### src/pkg/sgc_pkg.sv
// Constants and field layout of the switch global control register bank.
package sgc_pkg;

  // ------------------------------------------------------------
  // Clock and storm period timing
  // ------------------------------------------------------------
  localparam int unsigned CLK_PERIOD_NS = 10;
  localparam int unsigned NS_PER_MS = 1000000;
  localparam int unsigned STORM_PERIOD_10M_MS = 500;
  localparam int unsigned STORM_PERIOD_100M_MS = 67;
  localparam int unsigned STORM_CYC_10M = STORM_PERIOD_10M_MS * (NS_PER_MS / CLK_PERIOD_NS);
  localparam int unsigned STORM_CYC_100M = STORM_PERIOD_100M_MS * (NS_PER_MS / CLK_PERIOD_NS);

  // ------------------------------------------------------------
  // Register offsets
  // ------------------------------------------------------------
  localparam logic [7:0] OFS_VLAN_SCHED = 8'h05;
  localparam logic [7:0] OFS_UPLINK_STORM_HI = 8'h06;
  localparam logic [7:0] OFS_STORM_LOW = 8'h07;
  localparam logic [7:0] OFS_FACTORY_A = 8'h08;
  localparam logic [7:0] OFS_FACTORY_B = 8'h09;
  localparam logic [7:0] OFS_FACTORY_C = 8'h0a;
  localparam logic [7:0] OFS_POWER_LED = 8'h0b;
  localparam logic [7:0] OFS_RESERVED = 8'h0c;
  localparam logic [7:0] OFS_SCRATCH_ONE = 8'h0d;
  localparam logic [7:0] OFS_SCRATCH_TWO = 8'h0e;

  // ------------------------------------------------------------
  // Field positions
  // ------------------------------------------------------------
  localparam int VS_VLAN_BIT = 7;
  localparam int VS_SNOOP_BIT = 6;
  localparam int VS_SCHED_LSB = 2;
  localparam int VS_SNIFF_BIT = 0;
  localparam int US_HALF_BIT = 6;
  localparam int US_FLOW_BIT = 5;
  localparam int US_10M_BIT = 4;
  localparam int US_NULLVID_BIT = 3;
  localparam int PL_RSVD_BIT = 7;
  localparam int PL_PWRSAVE_BIT = 6;
  localparam int PL_TEST_BIT = 4;
  localparam int PL_LEDSEL_BIT = 1;
  localparam int PL_TPID_BIT = 0;

  // ------------------------------------------------------------
  // Values after reset
  // ------------------------------------------------------------
  localparam logic [7:0] RST_VLAN_SCHED = 8'h00;
  localparam logic [7:0] RST_UPLINK_STORM_HI = 8'h00;
  localparam logic [7:0] RST_STORM_LOW = 8'h63;
  localparam logic [7:0] RST_FACTORY_A = 8'h4e;
  localparam logic [7:0] RST_FACTORY_B = 8'h24;
  localparam logic [7:0] RST_FACTORY_C = 8'h24;
  localparam logic [7:0] RST_POWER_LED = 8'h08;
  localparam logic [7:0] RST_RESERVED = 8'h00;
  localparam logic [7:0] RST_SCRATCH = 8'h00;

  // ------------------------------------------------------------
  // Scheduling weights and widths
  // ------------------------------------------------------------
  localparam logic [3:0] SCHED_W_STRICT = 4'h0;
  localparam logic [3:0] SCHED_W_10 = 4'ha;
  localparam logic [3:0] SCHED_W_5 = 4'h5;
  localparam logic [3:0] SCHED_W_2 = 4'h2;
  localparam int STORM_THR_W = 11;
  localparam logic [11:0] NULL_VID = 12'h000;

endpackage

### src/pkg/sgc_period_if.sv
// Handshake between the register bank and its storm period timer.
`timescale 1ns/1ps
`default_nettype none
interface sgc_period_if;
  logic speed_10;
  logic tick;
  modport ctl (output speed_10, input tick);
  modport tmr (input speed_10, output tick);
endinterface
`default_nettype wire

### src/sgc_global_regs.sv
// Switch global control register bank with its configuration consumers.
// Notes on behaviour
// VLAN enable bit turns on 802.1Q handling.
// Snoop bit sends IGMP packets to uplink.
// Scheduling field selects strict or weighted ratio.
// Sniff bit demands both ports match.
// Uplink duplex bit: one means half duplex.
// Uplink flow control bit enables pause.
// Uplink speed bit: one means 10 Mbps.
// Uplink duplex, flow, speed loaded from straps.
// Null VID replaced by port VID.
// Eleven-bit storm threshold across two registers.
// Storm period 500 or 67 ms.
// Power save bit enables PHY power save.
// Software keeps test mode bit at zero.
// Register drives low LED select only.
// LED selects map per-port indicator functions.
// Factory and scratch registers plain storage.
`timescale 1ns/1ps
`default_nettype none
module sgc_global_regs #(
  parameter int NPORTS = 3,
  parameter int unsigned STORM_CYC_10M_P = sgc_pkg::STORM_CYC_10M,
  parameter int unsigned STORM_CYC_100M_P = sgc_pkg::STORM_CYC_100M
) (
  input wire logic i_sys_clk,                          // System clock, 100 MHz.
  input wire logic i_rst_b,                            // Synchronous reset, active low.
  input wire logic [7:0] i_reg_addr,                   // Register offset.
  input wire logic i_reg_wr_en,                        // Write strobe.
  input wire logic [7:0] i_reg_wdata,                  // Write data.
  input wire logic i_reg_rd_en,                        // Read strobe.
  output logic [7:0] o_reg_rdata,                      // Read data.
  output logic o_reg_rd_valid,                         // Read data valid pulse.
  input wire logic i_speed_strap_pin,                  // Uplink speed strap.
  input wire logic i_duplex_strap_pin,                 // Uplink duplex strap.
  input wire logic i_flowctl_strap_pin,                // Uplink flow control strap.
  input wire logic i_led_select_low,                   // Low LED select strap.
  input wire logic i_led_select_high,                  // High LED select strap.
  input wire logic i_pkt_valid,                        // Packet descriptor valid.
  input wire logic i_pkt_is_igmp,                      // Packet is IGMP.
  input wire logic [11:0] i_pkt_vid,                   // Packet VLAN ID.
  input wire logic [11:0] i_port_vid,                  // Ingress port VID.
  input wire logic i_sniff_src_match,                  // Source port monitored.
  input wire logic i_sniff_dst_match,                  // Destination port monitored.
  output logic o_pkt_valid,                            // Packet result valid.
  output logic o_igmp_to_mii,                          // Forward copy to uplink.
  output logic o_monitored,                            // Packet goes to sniffer.
  output logic [11:0] o_vid_out,                       // VID after replacement.
  input wire logic [NPORTS-1:0] i_storm_block,         // One 64-byte block seen.
  output logic [NPORTS-1:0] o_storm_limit,             // Port over threshold.
  output logic o_storm_period_tick,                    // Period boundary pulse.
  input wire logic [NPORTS-1:0] i_link,                // Port link up.
  input wire logic [NPORTS-1:0] i_act,                 // Port activity.
  input wire logic [NPORTS-1:0] i_full_dpx,            // Port full duplex.
  input wire logic [NPORTS-1:0] i_col,                 // Port collision.
  input wire logic [NPORTS-1:0] i_speed_100,           // Port at 100 Mbps.
  output logic [NPORTS-1:0] o_port_indicator_0,        // Indicator 0 per port.
  output logic [NPORTS-1:0] o_port_indicator_1,        // Indicator 1 per port.
  output logic [NPORTS-1:0] o_port_indicator_2,        // Indicator 2 per port.
  output logic o_vlan_en,                              // 802.1Q mode on.
  output logic o_igmp_snoop_en,                        // IGMP snooping on.
  output logic [3:0] o_sched_high_weight,              // High per low, 0 strict.
  output logic o_sniff_and_mode,                       // Both ports must match.
  output logic o_mii_half_duplex,                      // Uplink half duplex.
  output logic o_mii_flowctl_en,                       // Uplink flow control.
  output logic o_mii_speed_10,                         // Uplink at 10 Mbps.
  output logic o_null_vid_replace,                     // Null VID replace on.
  output logic [sgc_pkg::STORM_THR_W-1:0] o_storm_threshold, // Blocks per period.
  output logic o_phy_power_save,                       // PHY power save.
  output logic o_factory_test_mode,                    // Test mode bit.
  output logic o_special_tpid,                         // Special TPID mode.
  output logic o_led_sel_low,                          // Low LED select.
  output logic o_led_sel_high                          // High LED select.
);
  import sgc_pkg::*;

  // ------------------------------------------------------------
  // Helpers
  // ------------------------------------------------------------
  function automatic logic wr_hit(input logic en, input logic [7:0] a, input logic [7:0] ofs);
    return en && (a == ofs);
  endfunction
  function automatic logic [3:0] sched_weight(input logic [1:0] f);
    logic [3:0] w;
    w = SCHED_W_STRICT;
    unique case (f)
      2'b00: w = SCHED_W_STRICT;
      2'b01: w = SCHED_W_10;
      2'b10: w = SCHED_W_5;
      2'b11: w = SCHED_W_2;
    endcase
    return w;
  endfunction
  // Returns {indicator 2, indicator 1, indicator 0}.
  function automatic logic [2:0] led_map(input logic [1:0] sel, input logic link,
                                         input logic act, input logic fdx,
                                         input logic col, input logic s100);
    logic [2:0] m;
    m = 3'h0;
    unique case (sel)
      2'b01: m = {link & s100 & ~act, link & ~s100 & ~act, fdx};
      2'b10: m = {act, link, fdx | col};
      default: m = {link & ~act, fdx | col, s100};
    endcase
    return m;
  endfunction

  // ------------------------------------------------------------
  // Strap synchronisers
  // ------------------------------------------------------------
  logic [4:0] strap_s1;
  logic [4:0] strap_s2;
  always_ff @(posedge i_sys_clk) begin
    strap_s1 <= {i_led_select_high, i_led_select_low, i_flowctl_strap_pin,
                 i_duplex_strap_pin, i_speed_strap_pin};
    strap_s2 <= strap_s1;
  end

  // ------------------------------------------------------------
  // Registers
  // ------------------------------------------------------------
  logic [7:0] vlan_sched_r;
  logic [7:0] uplink_r;
  logic [7:0] storm_low_r;
  logic [7:0] factory_a_r;
  logic [7:0] factory_b_r;
  logic [7:0] factory_c_r;
  logic [7:0] power_led_r;
  logic [7:0] scratch_one_r;
  logic [7:0] scratch_two_r;
  logic led_high_r;
  always_ff @(posedge i_sys_clk) begin
    if (!i_rst_b) begin
      vlan_sched_r <= RST_VLAN_SCHED;
    end else if (wr_hit(i_reg_wr_en, i_reg_addr, OFS_VLAN_SCHED)) begin
      vlan_sched_r <= i_reg_wdata;
    end
  end
  // Straps are reloaded on every clock edge while reset is held, so the value at release wins.
  always_ff @(posedge i_sys_clk) begin
    if (!i_rst_b) begin
      uplink_r <= RST_UPLINK_STORM_HI;
      uplink_r[US_HALF_BIT] <= strap_s2[1];
      uplink_r[US_FLOW_BIT] <= strap_s2[2];
      uplink_r[US_10M_BIT] <= strap_s2[0];
    end else if (wr_hit(i_reg_wr_en, i_reg_addr, OFS_UPLINK_STORM_HI)) begin
      uplink_r <= i_reg_wdata;
    end
  end
  always_ff @(posedge i_sys_clk) begin
    if (!i_rst_b) begin
      storm_low_r <= RST_STORM_LOW;
    end else if (wr_hit(i_reg_wr_en, i_reg_addr, OFS_STORM_LOW)) begin
      storm_low_r <= i_reg_wdata;
    end
  end
  always_ff @(posedge i_sys_clk) begin
    if (!i_rst_b) begin
      factory_a_r <= RST_FACTORY_A;
      factory_b_r <= RST_FACTORY_B;
      factory_c_r <= RST_FACTORY_C;
      scratch_one_r <= RST_SCRATCH;
      scratch_two_r <= RST_SCRATCH;
    end else begin
      if (wr_hit(i_reg_wr_en, i_reg_addr, OFS_FACTORY_A)) begin
        factory_a_r <= i_reg_wdata;
      end
      if (wr_hit(i_reg_wr_en, i_reg_addr, OFS_FACTORY_B)) begin
        factory_b_r <= i_reg_wdata;
      end
      if (wr_hit(i_reg_wr_en, i_reg_addr, OFS_FACTORY_C)) begin
        factory_c_r <= i_reg_wdata;
      end
      if (wr_hit(i_reg_wr_en, i_reg_addr, OFS_SCRATCH_ONE)) begin
        scratch_one_r <= i_reg_wdata;
      end
      if (wr_hit(i_reg_wr_en, i_reg_addr, OFS_SCRATCH_TWO)) begin
        scratch_two_r <= i_reg_wdata;
      end
    end
  end
  // Bit 7 has no storage and reads zero.
  always_ff @(posedge i_sys_clk) begin
    if (!i_rst_b) begin
      power_led_r <= RST_POWER_LED;
      power_led_r[PL_LEDSEL_BIT] <= strap_s2[3];
      led_high_r <= strap_s2[4];
    end else if (wr_hit(i_reg_wr_en, i_reg_addr, OFS_POWER_LED)) begin
      power_led_r <= {1'b0, i_reg_wdata[6:0]};
    end
  end

  // ------------------------------------------------------------
  // Read port
  // ------------------------------------------------------------
  logic [7:0] rd_mux;
  always_comb begin
    rd_mux = 8'h00;
    unique case (i_reg_addr)
      OFS_VLAN_SCHED: rd_mux = vlan_sched_r;
      OFS_UPLINK_STORM_HI: rd_mux = uplink_r;
      OFS_STORM_LOW: rd_mux = storm_low_r;
      OFS_FACTORY_A: rd_mux = factory_a_r;
      OFS_FACTORY_B: rd_mux = factory_b_r;
      OFS_FACTORY_C: rd_mux = factory_c_r;
      OFS_POWER_LED: rd_mux = power_led_r;
      OFS_RESERVED: rd_mux = RST_RESERVED;
      OFS_SCRATCH_ONE: rd_mux = scratch_one_r;
      OFS_SCRATCH_TWO: rd_mux = scratch_two_r;
      default: rd_mux = 8'h00;
    endcase
  end

  always_ff @(posedge i_sys_clk) begin
    if (!i_rst_b) begin
      o_reg_rdata <= 8'h00;
      o_reg_rd_valid <= 1'b0;
    end else begin
      o_reg_rd_valid <= i_reg_rd_en;
      if (i_reg_rd_en) begin
        o_reg_rdata <= rd_mux;
      end
    end
  end

  // ------------------------------------------------------------
  // Configuration outputs
  // ------------------------------------------------------------
  assign o_vlan_en = vlan_sched_r[VS_VLAN_BIT];
  assign o_igmp_snoop_en = vlan_sched_r[VS_SNOOP_BIT];
  assign o_sniff_and_mode = vlan_sched_r[VS_SNIFF_BIT];
  assign o_mii_half_duplex = uplink_r[US_HALF_BIT];
  assign o_mii_flowctl_en = uplink_r[US_FLOW_BIT];
  assign o_mii_speed_10 = uplink_r[US_10M_BIT];
  assign o_null_vid_replace = uplink_r[US_NULLVID_BIT];
  assign o_storm_threshold = {uplink_r[2:0], storm_low_r};
  assign o_phy_power_save = power_led_r[PL_PWRSAVE_BIT];
  assign o_factory_test_mode = power_led_r[PL_TEST_BIT];
  assign o_special_tpid = power_led_r[PL_TPID_BIT];
  assign o_led_sel_low = power_led_r[PL_LEDSEL_BIT];
  assign o_led_sel_high = led_high_r;

  always_ff @(posedge i_sys_clk) begin
    if (!i_rst_b) begin
      o_sched_high_weight <= SCHED_W_STRICT;
    end else begin
      o_sched_high_weight <= sched_weight(vlan_sched_r[VS_SCHED_LSB +: 2]);
    end
  end

  // ------------------------------------------------------------
  // Per-packet decisions
  // ------------------------------------------------------------
  always_ff @(posedge i_sys_clk) begin
    if (!i_rst_b) begin
      o_pkt_valid <= 1'b0;
      o_igmp_to_mii <= 1'b0;
      o_monitored <= 1'b0;
      o_vid_out <= NULL_VID;
    end else begin
      o_pkt_valid <= i_pkt_valid;
      if (i_pkt_valid) begin
        o_igmp_to_mii <= o_igmp_snoop_en && i_pkt_is_igmp;
        if (o_sniff_and_mode) begin
          o_monitored <= i_sniff_src_match && i_sniff_dst_match;
        end else begin
          o_monitored <= i_sniff_src_match || i_sniff_dst_match;
        end
        if (o_null_vid_replace && (i_pkt_vid == NULL_VID)) begin
          o_vid_out <= i_port_vid;
        end else begin
          o_vid_out <= i_pkt_vid;
        end
      end
    end
  end

  // ------------------------------------------------------------
  // Broadcast storm metering
  // ------------------------------------------------------------
  sgc_period_if pif ();
  assign pif.speed_10 = o_mii_speed_10;
  sgc_storm_timer #(
    .CYC_10M(STORM_CYC_10M_P),
    .CYC_100M(STORM_CYC_100M_P)
  ) u_timer (
    .i_sys_clk(i_sys_clk),
    .i_rst_b(i_rst_b),
    .pif(pif.tmr)
  );
  assign o_storm_period_tick = pif.tick;
  logic [STORM_THR_W-1:0] storm_cnt_r [NPORTS];
  // Counters saturate, and the period boundary starts every port afresh.
  always_ff @(posedge i_sys_clk) begin
    for (int p = 0; p < NPORTS; p++) begin
      if (!i_rst_b || pif.tick) begin
        storm_cnt_r[p] <= '0;
        o_storm_limit[p] <= 1'b0;
      end else if (i_storm_block[p] && (storm_cnt_r[p] != '1)) begin
        storm_cnt_r[p] <= storm_cnt_r[p] + 1'b1;
        o_storm_limit[p] <= ((storm_cnt_r[p] + 1'b1) > o_storm_threshold);
      end
    end
  end

  // ------------------------------------------------------------
  // Port indicators
  // ------------------------------------------------------------
  always_ff @(posedge i_sys_clk) begin
    for (int p = 0; p < NPORTS; p++) begin
      if (!i_rst_b) begin
        {o_port_indicator_2[p], o_port_indicator_1[p], o_port_indicator_0[p]} <= 3'h0;
      end else begin
        {o_port_indicator_2[p], o_port_indicator_1[p], o_port_indicator_0[p]} <=
          led_map({led_high_r, o_led_sel_low}, i_link[p], i_act[p], i_full_dpx[p],
                  i_col[p], i_speed_100[p]);
      end
    end
  end
endmodule
`default_nettype wire

### src/sgc_storm_timer.sv
// Free running storm measurement period timer.
`timescale 1ns/1ps
`default_nettype none
module sgc_storm_timer #(
  parameter int unsigned CYC_10M = 500,
  parameter int unsigned CYC_100M = 67
) (
  input wire logic i_sys_clk,  // System clock.
  input wire logic i_rst_b,    // Synchronous reset, active low.
  sgc_period_if.tmr pif        // Speed in, period tick out.
);

  logic [31:0] cnt_r;
  logic speed_q_r;
  logic tick_r;
  logic [31:0] limit;
  logic wrap;

  assign limit = pif.speed_10 ? 32'(CYC_10M - 1) : 32'(CYC_100M - 1);
  assign wrap = (cnt_r >= limit);

  // A speed change restarts the period so no short window is measured.
  always_ff @(posedge i_sys_clk) begin
    if (!i_rst_b) begin
      cnt_r <= 32'h0;
      speed_q_r <= 1'b0;
      tick_r <= 1'b0;
    end else begin
      speed_q_r <= pif.speed_10;
      if (speed_q_r != pif.speed_10) begin
        cnt_r <= 32'h0;
        tick_r <= 1'b0;
      end else if (wrap) begin
        cnt_r <= 32'h0;
        tick_r <= 1'b1;
      end else begin
        cnt_r <= cnt_r + 32'h1;
        tick_r <= 1'b0;
      end
    end
  end

  assign pif.tick = tick_r;

endmodule
`default_nettype wire

### config.mk
export PLATFORM = sky130hd
export DESIGN_NAME = sgc_global_regs
export DESIGN_NICKNAME = d
export VERILOG_FILES = /design/src/pkg/sgc_pkg.sv /design/src/pkg/sgc_period_if.sv /design/src/sgc_global_regs.sv /design/src/sgc_storm_timer.sv
export SDC_FILE = /design/constraint.sdc
export NUM_CORES = 1
export LEC_CHECK = 0
export BUFFER_PORTS_ARGS = -buffer_cell sky130_fd_sc_hd__buf_2
export CAP_MARGIN = 40
export CORE_MARGIN = 3
export CORE_UTILIZATION = 55
export CTS_CLUSTER_SIZE = 28
export DETAILED_ROUTE_END_ITERATION = 7
export PLACE_DENSITY = 0.83
export REMOVE_ABC_BUFFERS = 1
export SYNTH_ARGS = -nofsm -noshare
export SYNTH_HDL_FRONTEND = slang
export SYNTH_SLANG_ARGS = --single-unit
### constraint.sdc
create_clock -name i_sys_clk -period 3.14 [get_ports i_sys_clk]
set_input_delay 0 -clock i_sys_clk [delete_from_list [all_inputs] [get_ports i_sys_clk]]
set_output_delay 0 -clock i_sys_clk [all_outputs]
set_load 0.01 [all_outputs]
* Word level (Yosys, flattened, before mapping)
Memory sizes are Yosys's and may differ from the RTL's.
Index checks and enable logic that the tools add are counted.
** Storage, ports and cells
- Bits of input ports :: 71
- Memories :: 1
- RAM bits :: 33
- Word-level logic and storage cells :: 136
- Bits in registers :: 156
** Memories
- storm_cnt_r :: depth 3, bits a word 11, read ports 3, clocked after memory_dff 0, write ports 3, line sgc_global_regs.sv:292 : logic [STORM_THR_W-1:0] storm_cnt_r [NPORTS];
** Cells by class
- Eq/ne operators :: 20
- Mux-type cells :: 27
- Bitwise operators :: 28
- $lt $le $gt $ge :: 4
- Add/subtract/negate cells :: 4
- Reductions and logical operators :: 22
** Operators by type and width (number)
- 8-bit one-hot mux with 9 select lines :: 1
- 8-bit by 4-bit == test with 1-bit output, second input constant :: 6
- 11-bit by 1-bit adder with 11-bit output, second input constant :: 3
- 11-bit > comparator :: 3
- 11-bit 2-to-1 mux :: 3
- 11-bit inequality test, second input constant :: 3
- 32-bit by 1-bit adder with 32-bit output, second input constant :: 1
- 32-bit greater-or-equal comparator :: 1
- 26-bit 2-to-1 mux :: 1
- 8-bit by 3-bit == test with 1-bit output, second input constant :: 3
- 3-bit one-hot mux with 2 select lines :: 3
- 4-bit one-hot mux with 4 select lines :: 1
- 1-bit bitwise AND :: 15
- 1-bit logical AND :: 15
- 7-bit 2-to-1 mux :: 2
- 1-bit 2-to-1 mux :: 13
- 12-bit logical NOT :: 1
- 12-bit 2-to-1 mux :: 1
- 1-bit NOT :: 7
- 2-bit == test, second input constant :: 3
- 1-bit OR :: 6
- 2-bit by 1-bit == test with 1-bit output, second input constant :: 2
- 2-bit 2-to-1 mux :: 2
- 2-bit by 1-bit inequality test with 1-bit output, second input constant :: 2
- other kinds (6) :: 7

* Depth between registers and ports, before layout
Gate-level depths: netlist (run 1).
An unclocked memory read counts as a cell.
- Word-level depth :: 7
- Depth in mapped cells :: 11
- Mapped depth without buffers :: 11

* By module
A second synthesis (run 1) with hierarchy kept.
** Unflattened totals
- Cells, all modules :: 1011
- Area total of the unflattened synthesis :: 9624.2 µm²
** By module, submodules not included
- sgc_global_regs :: area an instance 7800.0 µm², seq. area each 3463.3 µm², times used 1, cells an instance 830
- sgc_storm_timer :: area an instance 1824.2 µm², seq. area each 680.7 µm², times used 1, cells an instance 181

* Least setup slack after synthesis (run 1)
No wires, ideal clock.
- Path kind :: reg2reg
- From :: register uplink_r[4]
- To :: register u_timer.tick_r (netlist: u_timer.pif.tick)
- Library setup time :: 115 ps
- Data arrival time :: 2360 ps
- Data required time :: 3025 ps
- Cell stages (with the launch flop) :: 9
- Path slack :: 665 ps
- Cell sequence :: edfxtp_1 -> inv_1 -> ha_1 -> and3_1 -> a211o_1 -> a211o_1 -> clkbuf_1 -> clkbuf_1 -> o21ba_2
** Between the ends
- Longest elaborated chain between the ends :: 3
- Elaborated cells between the ends (all ways) :: 5
** Ends and longest elaborated chain
- start: declaration :: line sgc_global_regs.sv:123 : logic [7:0] uplink_r;
- start signal: indexed assignment :: line sgc_global_regs.sv:143 : uplink_r[US_HALF_BIT] <= strap_s2[1];
- start signal: indexed assignment :: line sgc_global_regs.sv:144 : uplink_r[US_FLOW_BIT] <= strap_s2[2];
- start signal: indexed assignment :: line sgc_global_regs.sv:145 : uplink_r[US_10M_BIT] <= strap_s2[0];
- 26-bit 2-to-1 mux :: line sgc_storm_timer.sv:19 : assign limit = pif.speed_10 ? 32'(CYC_10M - 1) : 32'(CYC_100M - 1);
- 32-bit greater-or-equal comparator :: line sgc_storm_timer.sv:20 : assign wrap = (cnt_r >= limit);
- 1-bit 2-to-1 mux :: line sgc_storm_timer.sv:33 : end else if (wrap) begin
- end signal: assignment :: line sgc_storm_timer.sv:32 : tick_r <= 1'b0;
- end signal: assignment :: line sgc_storm_timer.sv:35 : tick_r <= 1'b1;
- end signal: assignment :: line sgc_storm_timer.sv:38 : tick_r <= 1'b0;
- end: declaration :: line sgc_storm_timer.sv:15 : logic tick_r;
Parallel ways exist; a longest one is shown, timed or not.
A chain may end at the register's enable or synchronous reset.

* Final worst setup path (run 1)
- From :: register uplink_r[3]
- To :: register o_vid_out[11]
** Between the ends
- Longest elaborated chain between the ends :: 2
** Ends and longest elaborated chain
- 1-bit logical AND :: line sgc_global_regs.sv:269 : if (o_null_vid_replace && (i_pkt_vid == NULL_VID)) begin
- 12-bit 2-to-1 mux :: line sgc_global_regs.sv:269
- end signal: assignment :: line sgc_global_regs.sv:270 : o_vid_out <= i_port_vid;
- end signal: assignment :: line sgc_global_regs.sv:272 : o_vid_out <= i_pkt_vid;
- end: declaration :: line sgc_global_regs.sv:48 : output logic [11:0] o_vid_out,
No other way between the ends.

==> qor.yml, run 1 <==
sta:
  rsz0062_at_grt: "no"
  drv_slew: 0
  max_slew_margin: 0.368
  hold_viol: 0
  setup_viol_count_final: 0
  worst_pin_slew_ns: 0.948
  period_share: 0.942
  fmax_mhz: 338
  whs_ns: 0.0180
  finClkSkew_ns: 0.00793
  fin_ws_ns: 0.184
  period_minus_slack_ns: 2.96
  fin_setup_tns_ns: 0
critical_path:
  critPathSlowestCell: "dlygate4sd3_1"
  crit_start: "uplink_r[3]"
  required_ns: 3.52
  path_class: "reg2reg"
  cp-start-kind: "flip-flop"
  path_cells: "nor4b_1 > nand3_1 > nor2_2 > a21oi_1 > dlygate4sd3_1 > a21oi_1 > dlygate4sd3_1"
  cpPeakStageDelay_ns: 0.62
  ff2ff_setup_slack_ns: 0.18
  cp.arrival_ns: 3.34
  crit_fanout: 11
  reg2reg_to: "o_vid_out[11]"
  crit_path_end: "o_vid_out[11]"
  ff2ff_path_depth: 7
  timing.rr.start: "uplink_r[3]"
  crit_path_end_kind: "flip-flop"
synthesis:
  synth_compound_area_frac: 0.115
  synth_mux_area_frac: 0.0672
  syn_inst: 982
  yosysTopAreaCell: "dfxtp_1"
  synth-async-reset-ratio: 0
  synth-seq-area-share: 0.446
  synth-xor-area-share: 0.0490
  synth_top_area_frac: 0.323
  synth_edf_count: 38
  ys_top_cells_by_area: "dfxtp_1 (32%), edfxtp_1 (12%), ha_1 (6.9%)"
  synthFlopType: "dfxtp_1"
  synth-seq-cells: 188
  synthSimpleGateAreaFrac: 0.212
  synthAdderAreaFrac: 0.0687
  synth_top_family_by_area: "simple AND/OR/NAND/NOR gates"
  ys_warn_count: 0
  syn-cell-area_mm2: 0.00929
  synth_cell_types: 65
  avgSynthCellArea_um2: 9.46
cts:
  h-tree-depth: 4
  cts_sinks: 188
  clk_latency_ns: 0.44
  cts_max_path_buffers: 2
  post-cts-setup-buffer-count: 0
  cts_buffers: 17
  cts-root-buf: "clkbuf_16"
  path_clk_slew_ns: 0.07
  cts_tree: "built"
pwr:
  p_total_mw: 5.32
  power_density_mw_per_mm2: 468
  power_leakage_nw: 4.88
  ir_drop_v: 0.000410
cells_and_area:
  drive_above_1_share: 0.168
  antennaDiodeCount: 0
  final_area_mm2: 0.0114
  area.growth.synth_to_final_pct: 22.3
  fin_nets: 1284
  n_fill_cell: 1194
place:
  dp.final_hpwl_um: 16400
  dpl-instance-area_mm2: 0.0100
  place_ws_ns: 0.580
  routabilityCongestion: 0.893
  portBuffers: 134
drt:
  vias: 8246
  drtPass1Iterations: 6
  via_per_inst: 5.93
  routedWlPerCell_um: 18.5
  ant_nets: 0
  drt_iter0_drc: 789
  drc_errors: 0
  routed_wl_um: 25800
global_routing:
  overflow: 0
  antenna_found_initial: 0
  grt_pass1_vias: 8183
  grt.total_usage: 0.283
  grt_max_degree: 71
  grt_pass1_wl_um: 41300
floorplanning:
  die_x_um: 136
  fp.dieH_um: 136
  rows: 46
  io_pins: 135
  dieArea_mm2: 0.0185
  initial_core_util: 0.573
  core_mm2: 0.0162
run_status:
  status: "finished, final reports clean"
min_path:
  hold_path_class: "in2reg"
job:
  drv_cap: 0
==> worst max-delay path: cells and delay by family, from the launching register on <==
family / cells / cell delay, ns
buf+inv: 2 / 1.19
simple gates: 3 / 0.95
compound gates: 2 / 0.32
flops: 1 / 0.42
==> per-layer routing <==
layer | global-route usage | share of wire | vias up
met5 | 0 | 0 | -
met4 | 0.104 | 0.030 | 0
met3 | 0.0736 | 0.085 | 81
met2 | 0.475 | 0.48 | 401
met1 | 0.352 | 0.41 | 3884
li1 | - | - | 3880
==> registers in the layout, summed over array words and instances, names as in the netlist, 5 cells and up <==
name           flops
uplink_r           8
factory_c_r        8
strap_s2           5
o_reg_rdata        8
u_timer.cnt_r     32
o_vid_out         12
vlan_sched_r       8
factory_b_r        8
scratch_one_r      8
scratch_two_r      8
factory_a_r        8
power_led_r        7
strap_s1           5
storm_low_r        8
storm_cnt_r       33
==> what timing repair did <==
| action | 4_1_cts | 5_1_grt |
|---|---|---|
| resized for setup | 0 | 1 |
| hold endpoints to repair | 95 | 0 |
| hold buffers | 73 | 0 |
| setup endpoints to repair | 0 | 8 |
==> layout by cell type (no fill, tap or decap), drive strengths merged, types with 38 or more instances in the layout <==
cell         Yosys  final
a21oi           69     69
mux2i           50     50
nor2b           40     40
edfxtp          38     38
dfxtp          150    150
nand2           96     96
buf             23    142
nor2            74     74
dlygate4sd3      0     73
nand3           52     52
ha              51     51
==> where the power goes <==
group | switching, mW | total, mW | internal, mW | leakage (nW)
Clock | 0.924 | 2.16 | 1.24 | 0.286
Sequential | 0.0506 | 2.59 | 2.54 | 1.65
Combinational | 0.311 | 0.566 | 0.255 | 2.94
Total | 1.28 | 5.32 | 4.03 | 4.88
==> area by class of cell <==
| class | instances | area [um2] | share of cell area |
|---|---|---|---|
| tap | 216 | 270 | 0.0238 |
| sequential | 188 | 4140 | 0.365 |
| multi-input combinational | 710 | 4780 | 0.421 |
| clock buffer | 22 | 475 | 0.0419 |
| clock inverter | 10 | 110 | 0.00969 |
| timing repair buffer | 215 | 1470 | 0.129 |
| inverter | 30 | 113 | 0.00991 |
==> stage by stage <==
stage                util  std cells
CTS                 0.700       1391
detailed placement  0.619       1286
finish              0.700       1391
global placement    0.618       1285
floorplan               -        928
global route        0.700       1391
==> cells in the mapped netlist (6+ instances only) <==
| cell | count |
|---|---|
| edfxtp_1 | 38 |
| nor4_1 | 36 |
| a21oi_1 | 69 |
| nand3_1 | 48 |
| dfxtp_1 | 150 |
| buf_2 | 15 |
| buf_4 | 6 |
| o21ai_0 | 32 |
| nand3b_1 | 6 |
| nand4_1 | 12 |
| nand2_1 | 95 |
| nand2b_1 | 7 |
| xnor2_1 | 30 |
| nor2_1 | 73 |
| xor2_1 | 22 |
| inv_1 | 30 |
| clkbuf_1 | 35 |
| ha_1 | 51 |
| and3_1 | 8 |
| nor2b_1 | 40 |
| a22o_1 | 12 |
| mux2i_1 | 50 |
| nor3_1 | 19 |
==> cells by family (layout without fill, tap and decap cells) <==
kind of cell	count (synthesis)	in the layout
DFF	188	188
buffers and inverters	88	277
xor gates and xnor gates	52	52
muxes	57	57
and+or+nand+nor	379	379
other	1	5
adders and majority gates	51	51
AOI/OAI and AO/OA	166	166
==> how the worst min path moves through the flow <==
stage                      start               end  slack, ns  depth (start not counted)
6_report        i_storm_block[0]  o_storm_limit[0]       0.02                          3
3_5_place_dp   i_speed_strap_pin       strap_s1[0]       0.10                          1
4_1_cts              i_pkt_valid     o_vid_out[10]      0.008                          2
2_1_floorplan  i_speed_strap_pin       strap_s1[0]       0.03                          0
3_3_place_gp   i_led_select_high       strap_s1[4]       0.10                          1
5_1_grt         i_storm_block[2]  o_storm_limit[2]       0.04                          4
(Power assumes the default switching activity.)
==> inputs of run 2 (changes only) <==
==> constraint.sdc (replaced) <==
create_clock -name i_sys_clk -period 2.8 [get_ports i_sys_clk]
set_input_delay 0 -clock i_sys_clk [delete_from_list [all_inputs] [get_ports i_sys_clk]]
set_output_delay 0 -clock i_sys_clk [all_outputs]
set_load 0.01 [all_outputs]
==> qor.yml, run 2 (synthesis gave the netlist of run 1 again) <==
pwr:
  ir_drop_v: 0.000462  # +13%
  p_int_mw: 4.51  # +12%
  power_leakage_nw: 4.88  # about the same
  p_total_mw: 5.98  # +12%
  power_density_mw_per_mm2: 526  # +12%
  clkPwrFrac: 0.410  # +0.003
  pwr-share-seq: 0.485  # -0.002
  comb_power_share: 0.104  # -0.002
  power.share.switching: 0.245  # +0.00368
  p_sw_mw: 1.47  # +14%
cells_and_area:
  largest_reg_flops: 33  # unchanged
  final_cell_mix: "dfxtp_1 (150), buf_2 (134), nand2_1 (95)"
  antennaDiodeCount: 0  # unchanged
  layout_commonest_cell: "dfxtp_1"
  reg.largest.list: "storm_cnt_r x33, u_timer.cnt_r x32, o_vid_out x12"
  fin_nets: 1281  # -0.23%
  multi_input_area_mm2: 0.00479  # +0.18%
  regArea_mm2: 0.00414  # unchanged
  final_area_mm2: 0.0114  # about the same
  area.growth.synth_to_final_pct: 22.2  # about the same
  n_fill_cell: 1187  # -0.59%
  drive_above_1_share: 0.178  # +0.0107
  largest_register: "storm_cnt_r"
sta:
  period_share: 0.895  # -0.0469
  finClkSkew_ns: 0.00804  # +0.000112 ns
  drv_slew: 0  # unchanged
  fin_setup_tns_ns: 0  # unchanged
  fmax_mhz: 399  # +18%
  worst_pin_slew_ns: 0.910  # -0.0379 ns
  max_slew_margin: 0.393  # +0.0252
  period_minus_slack_ns: 2.51  # -0.451 ns
  setup_viol_count_final: 0  # unchanged
  rsz0062_at_grt: "no"
  hold_viol: 0  # unchanged
place:
  portBuffers: 134  # unchanged
  dp.final_hpwl_um: 16500  # +0.21%
  routabilityCongestion: 0.877  # -1.7%
  dpl-instance-area_mm2: 0.0101  # +0.57%
global_routing:
  grt_pass1_vias: 8311  # +1.6%
  grt.total_usage: 0.281  # -0.00245
  grt_pass1_wl_um: 41200  # -0.22%
  antenna_found_initial: 0  # unchanged
  overflow: 0  # unchanged
  grt_max_degree: 42  # -41%
drt:
  ant_nets: 0  # unchanged
  drtPass1Iterations: 5  # -1
  vias: 8208  # -0.46%
  drc_errors: 0  # unchanged
  routedWlPerCell_um: 18.2  # -1.7%
  via_per_inst: 5.91  # -0.25%
  routed_wl_um: 25300  # -1.9%
  drt_iter0_drc: 754  # -4.4%
run_status:
  status: "finished, final reports clean"
floorplanning:
  die_x_um: 136  # unchanged
  dieArea_mm2: 0.0185  # unchanged
  initial_core_util: 0.573  # unchanged
  core_mm2: 0.0162  # unchanged
  rows: 46  # unchanged
  fp.dieH_um: 136  # unchanged
  io_pins: 135  # unchanged
cts:
  post-cts-setup-buffer-count: 0  # unchanged
  cts_max_path_buffers: 2  # unchanged
  cts_tree: "built"
  cts-root-buf: "clkbuf_16"
  clk_latency_ns: 0.43  # about the same
  cts_sinks: 188  # unchanged
  h-tree-depth: 4  # unchanged
  path_clk_slew_ns: 0.07  # about the same
  cts_buffers: 17  # unchanged
critical_path:
  critPathSlowestCell: "a211o_1"
  path_depth: 6  # -1
  crit_fanout: 28  # +17
  path_cells: "inv_1 > ha_1 > and3_1 > a211o_1 > a211o_1 > nor4_1"
  critPathTopFamily: "compound AO/OA/AOI/OAI gates"
  required_ns: 3.11  # -0.41 ns
  cpPeakStageDelay_ns: 0.63  # about the same
  ff2ff_path_depth: 6  # -1
  path_class: "reg2reg"
  crit_path_end_kind: "flip-flop"
  cp.arrival_ns: 2.82  # -0.52 ns
  critPathBufInv: 1  # -1
  cp-start-kind: "flip-flop"
  crit_top_cell: "a211o_1"
min_path:
  hold_path_class: "in2reg"
  whs_path_depth: 4  # +1
job:
  drv_cap: 0  # unchanged
-- run 2: repair_timing --
action	4_1_cts	5_1_grt
hold buffers	64	0
setup endpoints to repair	0	2
gates resized for setup	0	2
hold endpoints to repair	93	0
-- run 2: power by group through the flow --
| stage | logic, mW | registers [mW] | clock network, mW |
|---|---|---|---|
| floorplan | 0.274 | 2.96 | 0 |
| global placement | 0.503 | 2.95 | 0 |
| detailed placement | 0.523 | 2.96 | 0 |
| CTS | 0.601 | 2.90 | 2.47 |
| global route | 0.688 | 2.91 | 2.57 |
| finish | 0.624 | 2.90 | 2.45 |
-- run 2: final timing paths --
check                                 startpoint                 to  slack (ns)
worst max-delay path                 uplink_r[4]  u_timer.cnt_r[22]        0.29
worst min-delay path            i_storm_block[2]   o_storm_limit[2]        0.02
worst max register to register       uplink_r[4]  u_timer.cnt_r[22]        0.29
worst min register to register       strap_s1[0]        strap_s2[0]        0.33
-- run 2: metrics by stage --
stage               utilization  hold slack [ns]  setup slack [ns]  cells
floorplan                     -           0.0277             0.385    928
global placement          0.621            0.102             0.454   1291
detailed placement        0.622            0.104             0.314   1292
CTS                       0.699          0.00920             0.278   1388
global route              0.700           0.0456            0.0295   1388
finish                    0.700           0.0246             0.295   1388
-- run 2: layout make-up --
| type | count | area share |
|---|---|---|
| Tap cell | 216 | 0.0238 |
| Clock buffer | 21 | 0.0443 |
| Clock inverter | 11 | 0.00871 |
| Multi-Input combinational cell | 710 | 0.422 |
| Timing Repair Buffer | 212 | 0.127 |
| Inverter | 30 | 0.00992 |
| Sequential cell | 188 | 0.365 |
-- run 2: metal layers --
metal  track usage  wire (um)
met3        0.0714       2160
met1         0.352      10600
met4         0.101        663
met5             0          0
met2         0.470      11900
-- run 2: tightest hold or removal path, delay by kind of cell --
family	cells	cell delay, ns
AOI/OAI and AO/OA	2	0.25
and+or+nand+nor	1	0.08
buffers and inverters	1	0.09
